File: src/design/pmrc_pkg.sv
// Package for the power mode protect and run control block
package pmrc_pkg;
	// ---------------------------------------------------------------
	// Register map and field layout
	// ---------------------------------------------------------------
	localparam logic [1:0] PMRC_ADDR_PROT = 2'h0;
	localparam logic [1:0] PMRC_ADDR_CTRL = 2'h1;
	localparam logic [7:0] PMRC_PROT_MASK = 8'h2A;
	localparam logic [7:0] PMRC_CTRL_MASK = 8'h6F;
	localparam int         PMRC_BIT_ALLOW_VLP   = 5;
	localparam int         PMRC_BIT_ALLOW_LEAK  = 3;
	localparam int         PMRC_BIT_ALLOW_VLEAK = 1;
	localparam int         PMRC_RSEL_HI         = 6;
	localparam int         PMRC_RSEL_LO         = 5;
	localparam int         PMRC_BIT_ABORTED     = 3;
	localparam int         PMRC_SSEL_HI         = 2;
	localparam int         PMRC_SSEL_LO         = 0;
	localparam logic [7:0] PMRC_RESET_VAL = 8'h00;
	// ---------------------------------------------------------------
	// Encodings
	// ---------------------------------------------------------------
	localparam logic [1:0] PMRC_RUN_NORMAL = 2'h0;
	localparam logic [1:0] PMRC_RUN_VLP    = 2'h2;
	localparam logic [2:0] PMRC_STOP_NORM  = 3'h0;
	localparam logic [2:0] PMRC_STOP_VLP   = 3'h2;
	localparam logic [2:0] PMRC_STOP_LEAK  = 3'h3;
	localparam logic [2:0] PMRC_STOP_VLEAK = 3'h4;
	// Status codes of the run mode state
	typedef enum logic [1:0] {
		PMRC_ST_RUN    = 2'b00,
		PMRC_ST_TO_VLP = 2'b01,
		PMRC_ST_LP_RUN = 2'b10,
		PMRC_ST_TO_RUN = 2'b11
	} pmrc_state_t;
	localparam int PMRC_SETTLE_NS = 20;
	localparam int PMRC_CLK_NS    = 5;
endpackage

File: src/design/pmrc_ctrl.sv
// Power mode protection and run control register block
//
// Functional notes
// - Protection register writable once per reset
// - Disallowed or reserved mode: no transition
// - VLP blocked keeps run select at 00
// - Protection reset by chip reset class
// - Control reset only by power-on class
// - Reserved bits read zero, ignore writes
// - Bit 5 allows all very-low-power modes
// - Bit 3 allows low-leakage stop
// - Bit 1 allows very-low-leakage stop
// - Run select write starts run mode entry
// - Run select write blocked without permission
// - Run select cleared on exit to run
// - Run encodings 00, 10; others reserved
// - Stop-aborted flag reports previous stop entry
// - Flag cleared at stop start, set on abort
// - Stop select field at bits 2:0
// - Stop encodings 000,010,011,100; others reserved
// - User-mode writes blocked with bus error
//
// The strobed register port and the placing of the registers are this design's own decisions.
`timescale 1ns/10ps
module pmrc_ctrl
	import pmrc_pkg::*;
#(
	parameter int SETTLE_CYC = (pmrc_pkg::PMRC_SETTLE_NS
		+ pmrc_pkg::PMRC_CLK_NS - 1) / pmrc_pkg::PMRC_CLK_NS
) (
	input  wire logic        clk,
	input  wire logic        resetn,
	input  wire logic        chip_rst_req,
	input  wire logic        por_rst_req,
	input  wire logic [1:0]  addr,
	input  wire logic [7:0]  wdata,
	input  wire logic        wr,
	input  wire logic        rd,
	input  wire logic        supervisor,
	input  wire logic        stop_entry_start,
	input  wire logic        stop_entry_abort,
	input  wire logic        exit_to_run,
	output logic      [7:0]  rdata,
	output logic             bus_error,
	output logic      [1:0]  mode_status,
	output logic      [2:0]  stop_mode_select,
	output logic             stop_permit
);
	import pmrc_pkg::*;

	// Settle counter is eight bits; zero would wrap and stretch a transition to 256 cycles
	if (SETTLE_CYC < 1 || SETTLE_CYC > 255) begin : g_bad_settle
		$error("SETTLE_CYC out of range");
	end

	// ---------------------------------------------------------------
	// State
	// ---------------------------------------------------------------
	logic        written_q, written_d;
	logic        allow_very_low_power_q, allow_very_low_power_d;
	logic        allow_low_leak_stop_q, allow_low_leak_stop_d;
	logic        allow_very_low_leak_stop_q, allow_very_low_leak_stop_d;
	logic [1:0]  run_mode_select_q, run_mode_select_d;
	logic        stop_aborted_flag_q, stop_aborted_flag_d;
	logic [2:0]  stop_mode_select_q, stop_mode_select_d;
	pmrc_state_t st_q, st_d;
	logic [7:0]  cnt_q, cnt_d;
	logic [7:0]  rdata_d;
	logic        berr_d, permit_d;
	logic [1:0]  stat_d;
	logic        wr_ok, wr_prot, wr_ctrl, stop_ok;
	logic [1:0]  w_run_sel;
	logic [2:0]  w_stop_sel;

	// ---------------------------------------------------------------
	// Protection register next state
	// ---------------------------------------------------------------
	// Only supervisor writes land; user writes flag an error
	always_comb begin
		wr_ok   = wr && supervisor;
		wr_prot = wr_ok && addr == PMRC_ADDR_PROT;
		wr_ctrl = wr_ok && addr == PMRC_ADDR_CTRL;
		written_d                  = written_q;
		allow_very_low_power_d     = allow_very_low_power_q;
		allow_low_leak_stop_d      = allow_low_leak_stop_q;
		allow_very_low_leak_stop_d = allow_very_low_leak_stop_q;
		if (wr_prot && !written_q) begin
			written_d = 1'b1;
			allow_very_low_power_d     = wdata[PMRC_BIT_ALLOW_VLP];
			allow_low_leak_stop_d      = wdata[PMRC_BIT_ALLOW_LEAK];
			allow_very_low_leak_stop_d = wdata[PMRC_BIT_ALLOW_VLEAK];
		end
	end

	always_ff @(posedge clk or negedge resetn) begin
		if (!resetn) begin
			written_q                  <= 1'b0;
			allow_very_low_power_q     <= 1'b0;
			allow_low_leak_stop_q      <= 1'b0;
			allow_very_low_leak_stop_q <= 1'b0;
		end else if (chip_rst_req || por_rst_req) begin
			written_q                  <= 1'b0;
			allow_very_low_power_q     <= 1'b0;
			allow_low_leak_stop_q      <= 1'b0;
			allow_very_low_leak_stop_q <= 1'b0;
		end else begin
			written_q                  <= written_d;
			allow_very_low_power_q     <= allow_very_low_power_d;
			allow_low_leak_stop_q      <= allow_low_leak_stop_d;
			allow_very_low_leak_stop_q <= allow_very_low_leak_stop_d;
		end
	end

	// ---------------------------------------------------------------
	// Control register and run mode sequencer
	// ---------------------------------------------------------------
	// Permission checked against the request as written, not later
	always_comb begin
		w_run_sel           = wdata[PMRC_RSEL_HI:PMRC_RSEL_LO];
		w_stop_sel          = wdata[PMRC_SSEL_HI:PMRC_SSEL_LO];
		run_mode_select_d   = run_mode_select_q;
		stop_mode_select_d  = stop_mode_select_q;
		stop_aborted_flag_d = stop_aborted_flag_q;
		st_d                = st_q;
		cnt_d               = cnt_q;
		case (w_stop_sel)
			PMRC_STOP_NORM:  stop_ok = 1'b1;
			PMRC_STOP_VLP:   stop_ok = allow_very_low_power_q;
			PMRC_STOP_LEAK:  stop_ok = allow_low_leak_stop_q;
			PMRC_STOP_VLEAK: stop_ok = allow_very_low_leak_stop_q;
			default:         stop_ok = 1'b0;
		endcase
		if (wr_ctrl && stop_ok)
			stop_mode_select_d = w_stop_sel;
		if (wr_ctrl && w_run_sel != run_mode_select_q) begin
			if (w_run_sel == PMRC_RUN_VLP && allow_very_low_power_q
					&& st_q == PMRC_ST_RUN) begin
				run_mode_select_d = PMRC_RUN_VLP;
				st_d              = PMRC_ST_TO_VLP;
				cnt_d             = 8'(SETTLE_CYC);
			end else if (w_run_sel == PMRC_RUN_NORMAL
					&& st_q == PMRC_ST_LP_RUN) begin
				run_mode_select_d = PMRC_RUN_NORMAL;
				st_d              = PMRC_ST_TO_RUN;
				cnt_d             = 8'(SETTLE_CYC);
			end
			// other requests leave mode as is
		end
		case (st_q)
			PMRC_ST_TO_VLP: begin
				cnt_d = cnt_q - 8'h01;
				if (cnt_q == 8'h01)
					st_d = PMRC_ST_LP_RUN;
			end
			PMRC_ST_TO_RUN: begin
				cnt_d = cnt_q - 8'h01;
				if (cnt_q == 8'h01)
					st_d = PMRC_ST_RUN;
			end
			PMRC_ST_RUN, PMRC_ST_LP_RUN: ;
			default: st_d = PMRC_ST_RUN;
		endcase
		if (exit_to_run) begin
			run_mode_select_d = PMRC_RUN_NORMAL;
			st_d              = PMRC_ST_RUN;
			cnt_d             = 8'h00;
		end
		if (stop_entry_start)
			stop_aborted_flag_d = 1'b0;
		if (stop_entry_abort)
			stop_aborted_flag_d = 1'b1;
	end

	always_ff @(posedge clk or negedge resetn) begin
		if (!resetn) begin
			run_mode_select_q   <= PMRC_RUN_NORMAL;
			stop_mode_select_q  <= PMRC_STOP_NORM;
			stop_aborted_flag_q <= 1'b0;
			st_q                <= PMRC_ST_RUN;
			cnt_q               <= 8'h00;
		end else if (por_rst_req) begin
			run_mode_select_q   <= PMRC_RUN_NORMAL;
			stop_mode_select_q  <= PMRC_STOP_NORM;
			stop_aborted_flag_q <= 1'b0;
			st_q                <= PMRC_ST_RUN;
			cnt_q               <= 8'h00;
		end else begin
			run_mode_select_q   <= run_mode_select_d;
			stop_mode_select_q  <= stop_mode_select_d;
			stop_aborted_flag_q <= stop_aborted_flag_d;
			st_q                <= st_d;
			cnt_q               <= cnt_d;
		end
	end

	// ---------------------------------------------------------------
	// Read path and outputs
	// ---------------------------------------------------------------
	// Reserved bits are masked so they always read zero
	always_comb begin
		rdata_d = PMRC_RESET_VAL;
		if (rd && addr == PMRC_ADDR_PROT) begin
			rdata_d[PMRC_BIT_ALLOW_VLP]   = allow_very_low_power_q;
			rdata_d[PMRC_BIT_ALLOW_LEAK]  = allow_low_leak_stop_q;
			rdata_d[PMRC_BIT_ALLOW_VLEAK] = allow_very_low_leak_stop_q;
			rdata_d = rdata_d & PMRC_PROT_MASK;
		end else if (rd && addr == PMRC_ADDR_CTRL) begin
			rdata_d[PMRC_RSEL_HI:PMRC_RSEL_LO] = run_mode_select_q;
			rdata_d[PMRC_BIT_ABORTED]          = stop_aborted_flag_q;
			rdata_d[PMRC_SSEL_HI:PMRC_SSEL_LO] = stop_mode_select_q;
			rdata_d = rdata_d & PMRC_CTRL_MASK;
		end
		berr_d   = wr && !supervisor;
		stat_d   = (st_q == PMRC_ST_LP_RUN || st_q == PMRC_ST_TO_RUN)
			? PMRC_RUN_VLP : PMRC_RUN_NORMAL;
		case (stop_mode_select_q)
			PMRC_STOP_NORM:  permit_d = 1'b1;
			PMRC_STOP_VLP:   permit_d = allow_very_low_power_q;
			PMRC_STOP_LEAK:  permit_d = allow_low_leak_stop_q;
			PMRC_STOP_VLEAK: permit_d = allow_very_low_leak_stop_q;
			default:         permit_d = 1'b0;
		endcase
	end

	// Output registers
	always_ff @(posedge clk or negedge resetn) begin
		if (!resetn) begin
			rdata            <= 8'h00;
			bus_error        <= 1'b0;
			mode_status      <= PMRC_RUN_NORMAL;
			stop_mode_select <= PMRC_STOP_NORM;
			stop_permit      <= 1'b1;
		end else begin
			rdata            <= rdata_d;
			bus_error        <= berr_d;
			mode_status      <= stat_d;
			stop_mode_select <= stop_mode_select_q;
			stop_permit      <= permit_d;
		end
	end

	// ---------------------------------------------------------------
	// Assertions
	// ---------------------------------------------------------------
	property p_once;
		@(posedge clk) disable iff (!resetn)
		written_q && wr_prot && !chip_rst_req && !por_rst_req
			|=> $stable(allow_very_low_power_q)
			&& $stable(allow_low_leak_stop_q)
			&& $stable(allow_very_low_leak_stop_q);
	endproperty
	a_once: assert property (p_once)
		else $error("protection changed after first write");

	property p_vlp_block;
		@(posedge clk) disable iff (!resetn)
		wr_ctrl && !allow_very_low_power_q && st_q == PMRC_ST_RUN
			&& !exit_to_run && !por_rst_req
			|=> run_mode_select_q == PMRC_RUN_NORMAL;
	endproperty
	a_vlp_block: assert property (p_vlp_block)
		else $error("blocked VLP request changed run select");

	// Mask chosen by the register that was read
	property p_reserved;
		@(posedge clk) disable iff (!resetn)
		$past(rd) |-> (rdata & ~(($past(addr) == PMRC_ADDR_PROT)
			? PMRC_PROT_MASK : PMRC_CTRL_MASK)) == 8'h00;
	endproperty
	a_reserved: assert property (p_reserved)
		else $error("reserved bit read nonzero");

	property p_exit;
		@(posedge clk) disable iff (!resetn)
		exit_to_run && !por_rst_req
			|=> run_mode_select_q == PMRC_RUN_NORMAL;
	endproperty
	a_exit: assert property (p_exit)
		else $error("run select not cleared on exit");

	property p_stop_aborted_flag;
		@(posedge clk) disable iff (!resetn)
		stop_entry_abort && !por_rst_req |=> stop_aborted_flag_q;
	endproperty
	a_stop_aborted_flag: assert property (p_stop_aborted_flag)
		else $error("abort flag not set");

	property p_stop_aborted_flag_clr;
		@(posedge clk) disable iff (!resetn)
		stop_entry_start && !stop_entry_abort |=> !stop_aborted_flag_q;
	endproperty
	a_stop_aborted_flag_clr: assert property (p_stop_aborted_flag_clr)
		else $error("abort flag not cleared at entry");

	// Hardware exit may move the run select in the same cycle
	property p_user;
		@(posedge clk) disable iff (!resetn)
		wr && !supervisor && !chip_rst_req && !por_rst_req
			&& !exit_to_run
			|=> bus_error && $stable(run_mode_select_q)
			&& $stable(written_q);
	endproperty
	a_user: assert property (p_user)
		else $error("user write not blocked");

	property p_status;
		@(posedge clk) disable iff (!resetn)
		st_q == PMRC_ST_RUN && $past(st_q) == PMRC_ST_RUN
			&& $past(st_q, 2) == PMRC_ST_RUN
			|-> mode_status == PMRC_RUN_NORMAL;
	endproperty
	a_status: assert property (p_status)
		else $error("status not normal run");

	property p_bad_stop;
		@(posedge clk) disable iff (!resetn)
		wr_ctrl && !stop_ok && !por_rst_req
			|=> $stable(stop_mode_select_q);
	endproperty
	a_bad_stop: assert property (p_bad_stop)
		else $error("reserved stop select accepted");

	property p_run_rsvd;
		@(posedge clk) disable iff (!resetn)
		wr_ctrl && w_run_sel != PMRC_RUN_NORMAL
			&& w_run_sel != PMRC_RUN_VLP && !exit_to_run
			&& !por_rst_req |=> $stable(run_mode_select_q);
	endproperty
	a_run_rsvd: assert property (p_run_rsvd)
		else $error("reserved run select accepted");

	// Status must not run ahead of the settling transition
	property p_early_stat;
		@(posedge clk) disable iff (!resetn)
		st_q == PMRC_ST_TO_VLP |-> mode_status == PMRC_RUN_NORMAL;
	endproperty
	a_early_stat: assert property (p_early_stat)
		else $error("status moved before transition ended");

	c_vlp: cover property (@(posedge clk) disable iff (!resetn)
		st_q == PMRC_ST_TO_VLP ##[1:20] st_q == PMRC_ST_LP_RUN);
	c_back: cover property (@(posedge clk) disable iff (!resetn)
		st_q == PMRC_ST_TO_RUN ##[1:20] st_q == PMRC_ST_RUN);
	c_abort: cover property (@(posedge clk) disable iff (!resetn)
		stop_entry_start ##[1:10] stop_entry_abort);
	c_blocked: cover property (@(posedge clk) disable iff (!resetn)
		wr_ctrl && !allow_very_low_power_q && w_run_sel == PMRC_RUN_VLP);
endmodule // pmrc_ctrl

File: config.mk
export PLATFORM = sky130hd
export DESIGN_NAME = pmrc_ctrl
export DESIGN_NICKNAME = d
export VERILOG_FILES = /design/src/design/pmrc_pkg.sv /design/src/design/pmrc_ctrl.sv
export SDC_FILE = /design/constraint.sdc
export NUM_CORES = 1
export LEC_CHECK = 0
export BUFFER_PORTS_ARGS = -buffer_cell sky130_fd_sc_hd__buf_4
export CAP_MARGIN = 20
export CORE_ASPECT_RATIO = 0.8
export CORE_UTILIZATION = 45
export CTS_CLUSTER_SIZE = 8
export DETAILED_ROUTE_END_ITERATION = 6
export GPL_TIMING_DRIVEN = 0
export PLACE_DENSITY = 0.65
export SYNTH_ARGS = -nofsm -noshare
export SYNTH_HDL_FRONTEND = slang
export SYNTH_SLANG_ARGS = --single-unit
File: constraint.sdc
create_clock -name clk -period 3.5 [get_ports clk]
set_input_delay 0.35 -clock clk [delete_from_list [all_inputs] [get_ports clk]]
set_output_delay 0.35 -clock clk [all_outputs]
set_load 0.03 [all_outputs]
==> flow_summary_export.csv, run 1 <==
group,metric,value,unit
global_route,grt_usage,20.2,%
timing,final.setup.tns,0,ns
critical_path,cp_max_fo,5,
yosys,ys_seq_area_share,50.0,%
floorplan,dieArea,3690,um^2
critical_path,path_class,"reg2reg",
cts,clk_pin_slew,0.06,ns
drt,dr.pass1.iters,4,
place,io_buffers,29,
drt,drc,0,
yosys,synth_area_leaders,"dfrtp_1, nor2_1, mux2i_1",
final_layout,syn2layout_area_growth,23.0,%
critical_path,crit_chain,"nand4bb_4 -> a2111oi_4 -> nor3_1 -> o21a_1",
final_layout,n_antenna_cell,0,
floorplan,rows,18,
yosys,ys_warn_count,0,
critical_path,crit_buf_inv,0,
power,power_per_cell_area,360,nW/um^2
timing,slew_violations,0,
yosys,async_reset_ff_share,100,%
cts,root_buffer,"clkbuf_8",
yosys,synth_top_area_share,48.3,%
final_layout,drive_above_1_share,27.4,%
drt,vias,1118,
floorplan,die_h,54.5,um
drt,drt_iter0_drc,67,
hold_path,hp-class,"in2async",
yosys,synthCells,140,
cts,postCtsHoldBufs,0,
status,status,"complete, but fails checks",
yosys,synth_edf_count,0,
status,violations,"negative hold slack",
critical_path,cp_data_required_time,3.67,ns
cts,cts_max_level,2,
floorplan,start_util,48.9,%
timing,finalCriticalPeriod,1.53,ns
power,ir_drop,0.205,mV
global_route,grt-ovfl-total,0,
critical_path,crit_arrival,1.70,ns
timing,finClkSkew,0.00404,ns
yosys,yosys.cell_types.count,43,
place,dp_hpwl,2300,um
cts,cts.sinks,31,
place,finalWeightedCongestion,0.770,
timing,hold_viol_final,25,
final_layout,layout.nets,200,
global_route,grt_max_degree,32,
floorplan,die_x,67.7,um
power,p_leak,0.000891,uW
global_route,grt_pass1_wl,5170,um
cts,clkLatencyLatePin,0.28,ns
timing,period_share,43.8,%
cts,cts_resized,0,
critical_path,crit_path_end_kind,"flip-flop",
drt,via_per_inst,5.11,
floorplan,coreArea,3180,um^2
drt,wl_per_cell,13.9,um
yosys,syn_area,1550,um^2
global_route,antenna_found_initial,0,
cts,cts_tree,"yes",
drt,postRouteAntennaNets,0,
critical_path,slowest_delay,0.45,ns
timing,rsz0062_at_grt,"no",
cts,cts_made_buffers,5,
timing,setup_violations,0,
yosys,ys_ff_latch,31,
drt,routed_wl,3050,um
yosys,synth_area_per_cell,11.1,um^2
cts,cts_setup_buffers,0,
cts,clock_path_buffers,2,
global_route,grt_pass1_vias,1074,
timing,holdWs,-0.00706,ns
yosys,yosysTopAreaCell,"dfrtp_1",
critical_path,critical_path.startpoint_type,"flip-flop",
run,max_cap_viol_count,0,
timing,fmax,652,MHz
critical_path,path_delay_family,"compound AO/OA/AOI/OAI gates",
critical_path,cp_slowest_cell,"dfrtp_1",
floorplan,ios,35,
yosys,synth-main-ff-cell,"dfrtp_1",
-- final timing paths --
check | from | endpoint | slack [ns] | cells after the start
setup / recovery | st_q[1] | cnt_q[0] | 1.97 | 4
hold / removal | resetn | bus_error | -0.007 | 1
setup reg to reg | st_q[1] | cnt_q[0] | 1.97 | 4
hold reg to reg | stop_mode_select_q[1] | stop_mode_select[1] | 0.46 | 0
max in group asynchronous | resetn | stop_permit | 3.19 | 1
min in group clk | chip_rst_req | written_q | 0.25 | 2
-- flip-flops by register name, summed over array words and instances, names as in the netlist --
register / count
cnt_q: 8
rdata: 6
stop_mode_select: 3
stop_mode_select_q: 3
st_q: 2
allow_low_leak_stop_q: 1
allow_very_low_leak_stop_q: 1
allow_very_low_power_q: 1
bus_error: 1
mode_status: 1
run_mode_select_q: 1
stop_aborted_flag_q: 1
stop_permit: 1
written_q: 1
-- cell type report --
type / count / area [um^2]
repair buffers: 29 / 218
clock inverters: 1 / 5.00
flip-flops and latches: 31 / 777
clock buffers: 7 / 76.3
fillers: 271 / 1270
inverters: 7 / 26.3
multi-input cells: 96 / 707
plain buffers: 8 / 50.0
well taps: 40 / 50.0
-- cells by family (layout without fill, tap and decap cells) --
family,count (synthesis),after routing,share of synthesized area (%)
AO/OA/AOI/OAI,21,21,10.4
buffers and inverters,15,52,4.92
adder cells (fa/ha/maj),2,2,1.61
multiplexers,5,5,3.22
AND/OR/NAND/NOR,58,58,25.6
flip-flops,31,31,50.0
XOR/XNOR,7,7,3.95
other,1,3,0.242
-- power breakdown --
part           switching, uW  internal (uW)
Clock                    121            139
Sequential              2.61            363
Combinational           36.6           26.3
Total                    160            528
-- routing by layer --
metal | global-route usage (%) | wire length (um) | vias up
met2 | 29.7 | 1260 | 35
met4 | 8.87 | 33 | 0
met3 | 6.88 | 199 | 5
met5 | 0 | 0 | -
met1 | 26.9 | 1560 | 518
li1 | - | - | 560
-- synth_stat cells (3+ instances only) --
cell,n
dfrtp_1,30
nor2_1,16
a21oi_1,7
inv_1,7
mux2i_1,5
nand2_1,5
nor3_1,5
nand3b_1,4
o21ai_0,4
xor2_1,4
and2_1,3
buf_4,3
nand2b_1,3
nand4b_1,3
nor3b_1,3
nor4b_1,3
xnor2_1,3
-- through the flow --
| step | setup slack (ns) | total power, uW | utilization, % | cell area (um^2) | instances |
|---|---|---|---|---|---|
| floorplan | 2.11 | 399 | - | 1560 | 142 |
| global placement | 2.02 | 433 | 57.6 | 1830 | 211 |
| detailed placement | 1.95 | 435 | 57.6 | 1830 | 211 |
| CTS | 1.95 | 695 | 60.1 | 1910 | 219 |
| global route | 1.90 | 726 | 60.1 | 1910 | 219 |
| finish | 1.97 | 688 | 60.1 | 1910 | 219 |
-- layout by cell type, fill, tap and decap left out, types with 5 or more instances in the layout --
cell type / n
a21oi_1: 7
buf_4: 32
clkbuf_8: 5
dfrtp_1: 30
inv_1: 7
mux2i_1: 5
nand2_1: 5
nor2_1: 16
nor3_1: 5
-- worst register-to-register path, delay by kind of cell (launching register included) --
family | cells | cell delay [ns]
compound gates | 2 | 0.60
flops | 1 | 0.45
simple gates | 2 | 0.38
No activity file was read; power rests on OpenSTA's default activity.
==> run 2: changes to the inputs <==
Settings changed: PLACE_DENSITY 0.65 to 0.68.
Clock period 3.5 ns to 1.3 ns, I/O delays scaled along.
==> run 2 against run 1 <==
  * The flow finishes with violations (negative setup slack)
  * Utilization rose by 3.3 points
  * Maximum frequency is 6.1% higher
  * Worst hold slack gained 0.041 ns
  * Total power rose to 2.9 times the previous value
  * Routed wire length rose by 7.0%
  * Critical endpoint is now cnt_q[4]
  * Global-route usage increased by 0.54 points
  * Highest routed layer unchanged
  * Register-to-register slack worse by 2.1 ns
==> flow_summary_export.csv, run 2 (synthesis results as in run 1) <==
group,metric,value,unit
floorplan,die_x,67.7,um
critical_path,path_delay_family,"compound AO/OA/AOI/OAI gates",
drt,via_per_inst,5.31,
power,power.share.sequential,49.7,%
floorplan,coreArea,3180,um^2
critical_path,crit_chain,"nand4bb_4 -> a2111o_1 -> nand3b_1 -> a21oi_2",
timing,rsz0062_at_grt,"yes",
critical_path,crit_buf_inv,0,
cts,cts_max_level,2,
final_layout,top_register,"cnt_q",
power,ir_drop,0.749,mV
status,violations,"negative setup slack",
critical_path,slowest_delay,0.47,ns
floorplan,ios,35,
timing,fmax,692,MHz
critical_path,crit_cells,4,
drt,drt_iter0_drc,58,
timing,finalCriticalPeriod,1.44,ns
critical_path,crit_arrival,1.60,ns
place,dp_hpwl,2320,um
final_layout,multi_input_area,757,um^2
final_layout,largest_register_ffs,8,
final_layout,final_cell_mix,"buf_4, dfrtp_1, nor2_1",
critical_path,startpoint,"run_mode_select_q[1]",
power,power.total,1980,uW
global_route,grt-ovfl-total,0,
final_layout,post-route-util,63.4,%
timing,slew_violations,0,
critical_path,rrSetupSlack,-0.14,ns
timing,setup_violations,10,
final_layout,fin_cells,223,
power,combPwrFrac,9.0,%
drt,postRouteAntennaNets,0,
final_layout,layout.cells.most_common,"buf_4",
place,placedCellCount,211,
critical_path,cp_max_fo,2,
cts,clkLatencyLatePin,0.28,ns
floorplan,die_h,54.5,um
final_layout,seqCellArea,781,um^2
drt,wl_per_cell,14.6,um
place,io_buffers,29,
cts,cts_tree,"yes",
floorplan,start_util,48.9,%
cts,root_buffer,"clkbuf_8",
final_layout,syn2layout_area_growth,29.7,%
critical_path,cp_data_required_time,1.45,ns
status,status,"complete, but fails checks",
critical_path,r2r-end,"cnt_q[4]",
drt,routed_wl,3260,um
timing,period_share,111,%
final_layout,n_antenna_cell,0,
hold_path,hp-class,"in2reg",
cts,cts.sinks,31,
power,switching_share,22.5,%
critical_path,cp_slowest_cell,"a2111o_1",
power,p_leak,0.000928,uW
critical_path,reg2reg_from,"run_mode_select_q[1]",
cts,clk_pin_slew,0.06,ns
drt,dr.pass1.iters,4,
global_route,grt_usage,20.7,%
critical_path,r2r_cells,4,
critical_path,path_class,"reg2reg",
timing,layout_setup_ws,-0.145,ns
global_route,grt_max_degree,32,
cts,cts_made_buffers,5,
timing,holdWs,0.0341,ns
place,finalWeightedCongestion,0.790,
power,power.share.clock,41.3,%
timing,hold_viol_final,0,
floorplan,dieArea,3690,um^2
global_route,grt_pass1_vias,1132,
global_route,grt_pass1_wl,5390,um
power,p_int,1530,uW
power,switchingPower,446,uW
drt,drc,0,
final_layout,drive_above_1_share,36.6,%
final_layout,fillers,257,
timing,finClkSkew,0.00482,ns
critical_path,crit_path_end_kind,"flip-flop",
final_layout,layout.nets,204,
critical_path,endpoint,"cnt_q[4]",
floorplan,rows,18,
drt,vias,1185,
run,max_cap_viol_count,0,
critical_path,critical_path.startpoint_type,"flip-flop",
power,power_per_cell_area,982,nW/um^2
timing,final.setup.tns,-1.06,ns
final_layout,reg_top3,"cnt_q x8, rdata x6",
cts,clock_path_buffers,2,
global_route,antenna_found_initial,0,
## run 2: area by class of cell
class / count / share of cell area [%]
tap: 40 / 2.48
timing repair buffer: 33 / 12.4
clock buffer: 8 / 4.97
sequential: 31 / 38.8
buffer: 8 / 2.48
inverter: 7 / 1.30
multi-input combinational: 96 / 37.6
## run 2: through the flow
| stage | setup WS (ns) | cell area, um^2 |
|---|---|---|
| 2_1_floorplan | -0.0877 | 1560 |
| 3_3_place_gp | -0.176 | 1830 |
| 3_5_place_dp | -0.195 | 1830 |
| 4_1_cts | -0.181 | 1980 |
| 5_1_grt | -0.192 | 2010 |
| 6_report | -0.145 | 2010 |
## run 2: worst min path at each step
stage	startpoint	endpoint	slack, ns	cells after the start
2_1_floorplan	resetn	allow_low_leak_stop_q	-0.17	0
3_3_place_gp	resetn	allow_very_low_power_q	0.07	1
3_5_place_dp	resetn	allow_very_low_power_q	0.08	1
4_1_cts	chip_rst_req	written_q	0.03	2
5_1_grt	chip_rst_req	allow_very_low_leak_stop_q	0.04	2
6_report	chip_rst_req	allow_very_low_leak_stop_q	0.03	2
## run 2: timing repair
| action | CTS | global route |
|---|---|---|
| setup buffers | 2 | 1 |
| pin swaps | 3 | 3 |
| endpoints found under the hold margin | 30 | 0 |
| setup endpoints to repair | 12 | 12 |
| hold buffers | 1 | 0 |
| resized for setup | 7 | 9 |
## run 2: metal layers
layer,vias up,global-route usage (%),share of wire [%]
met5,-,0,0
met1,579,28.0,47
met2,30,32.2,47
met4,0,6.38,1.3
li1,569,-,-
met3,7,5.83,5.2
## run 2: power by group through the flow
| stage | Sequential [uW] | Clock, uW | Combinational, uW |
|---|---|---|---|
| 2_1_floorplan | 1010 | 0 | 63.4 |
| 3_3_place_gp | 1000 | 0 | 167 |
| 3_5_place_dp | 1000 | 0 | 171 |
| 4_1_cts | 984 | 833 | 175 |
| 5_1_grt | 984 | 871 | 194 |
| 6_report | 984 | 817 | 178 |
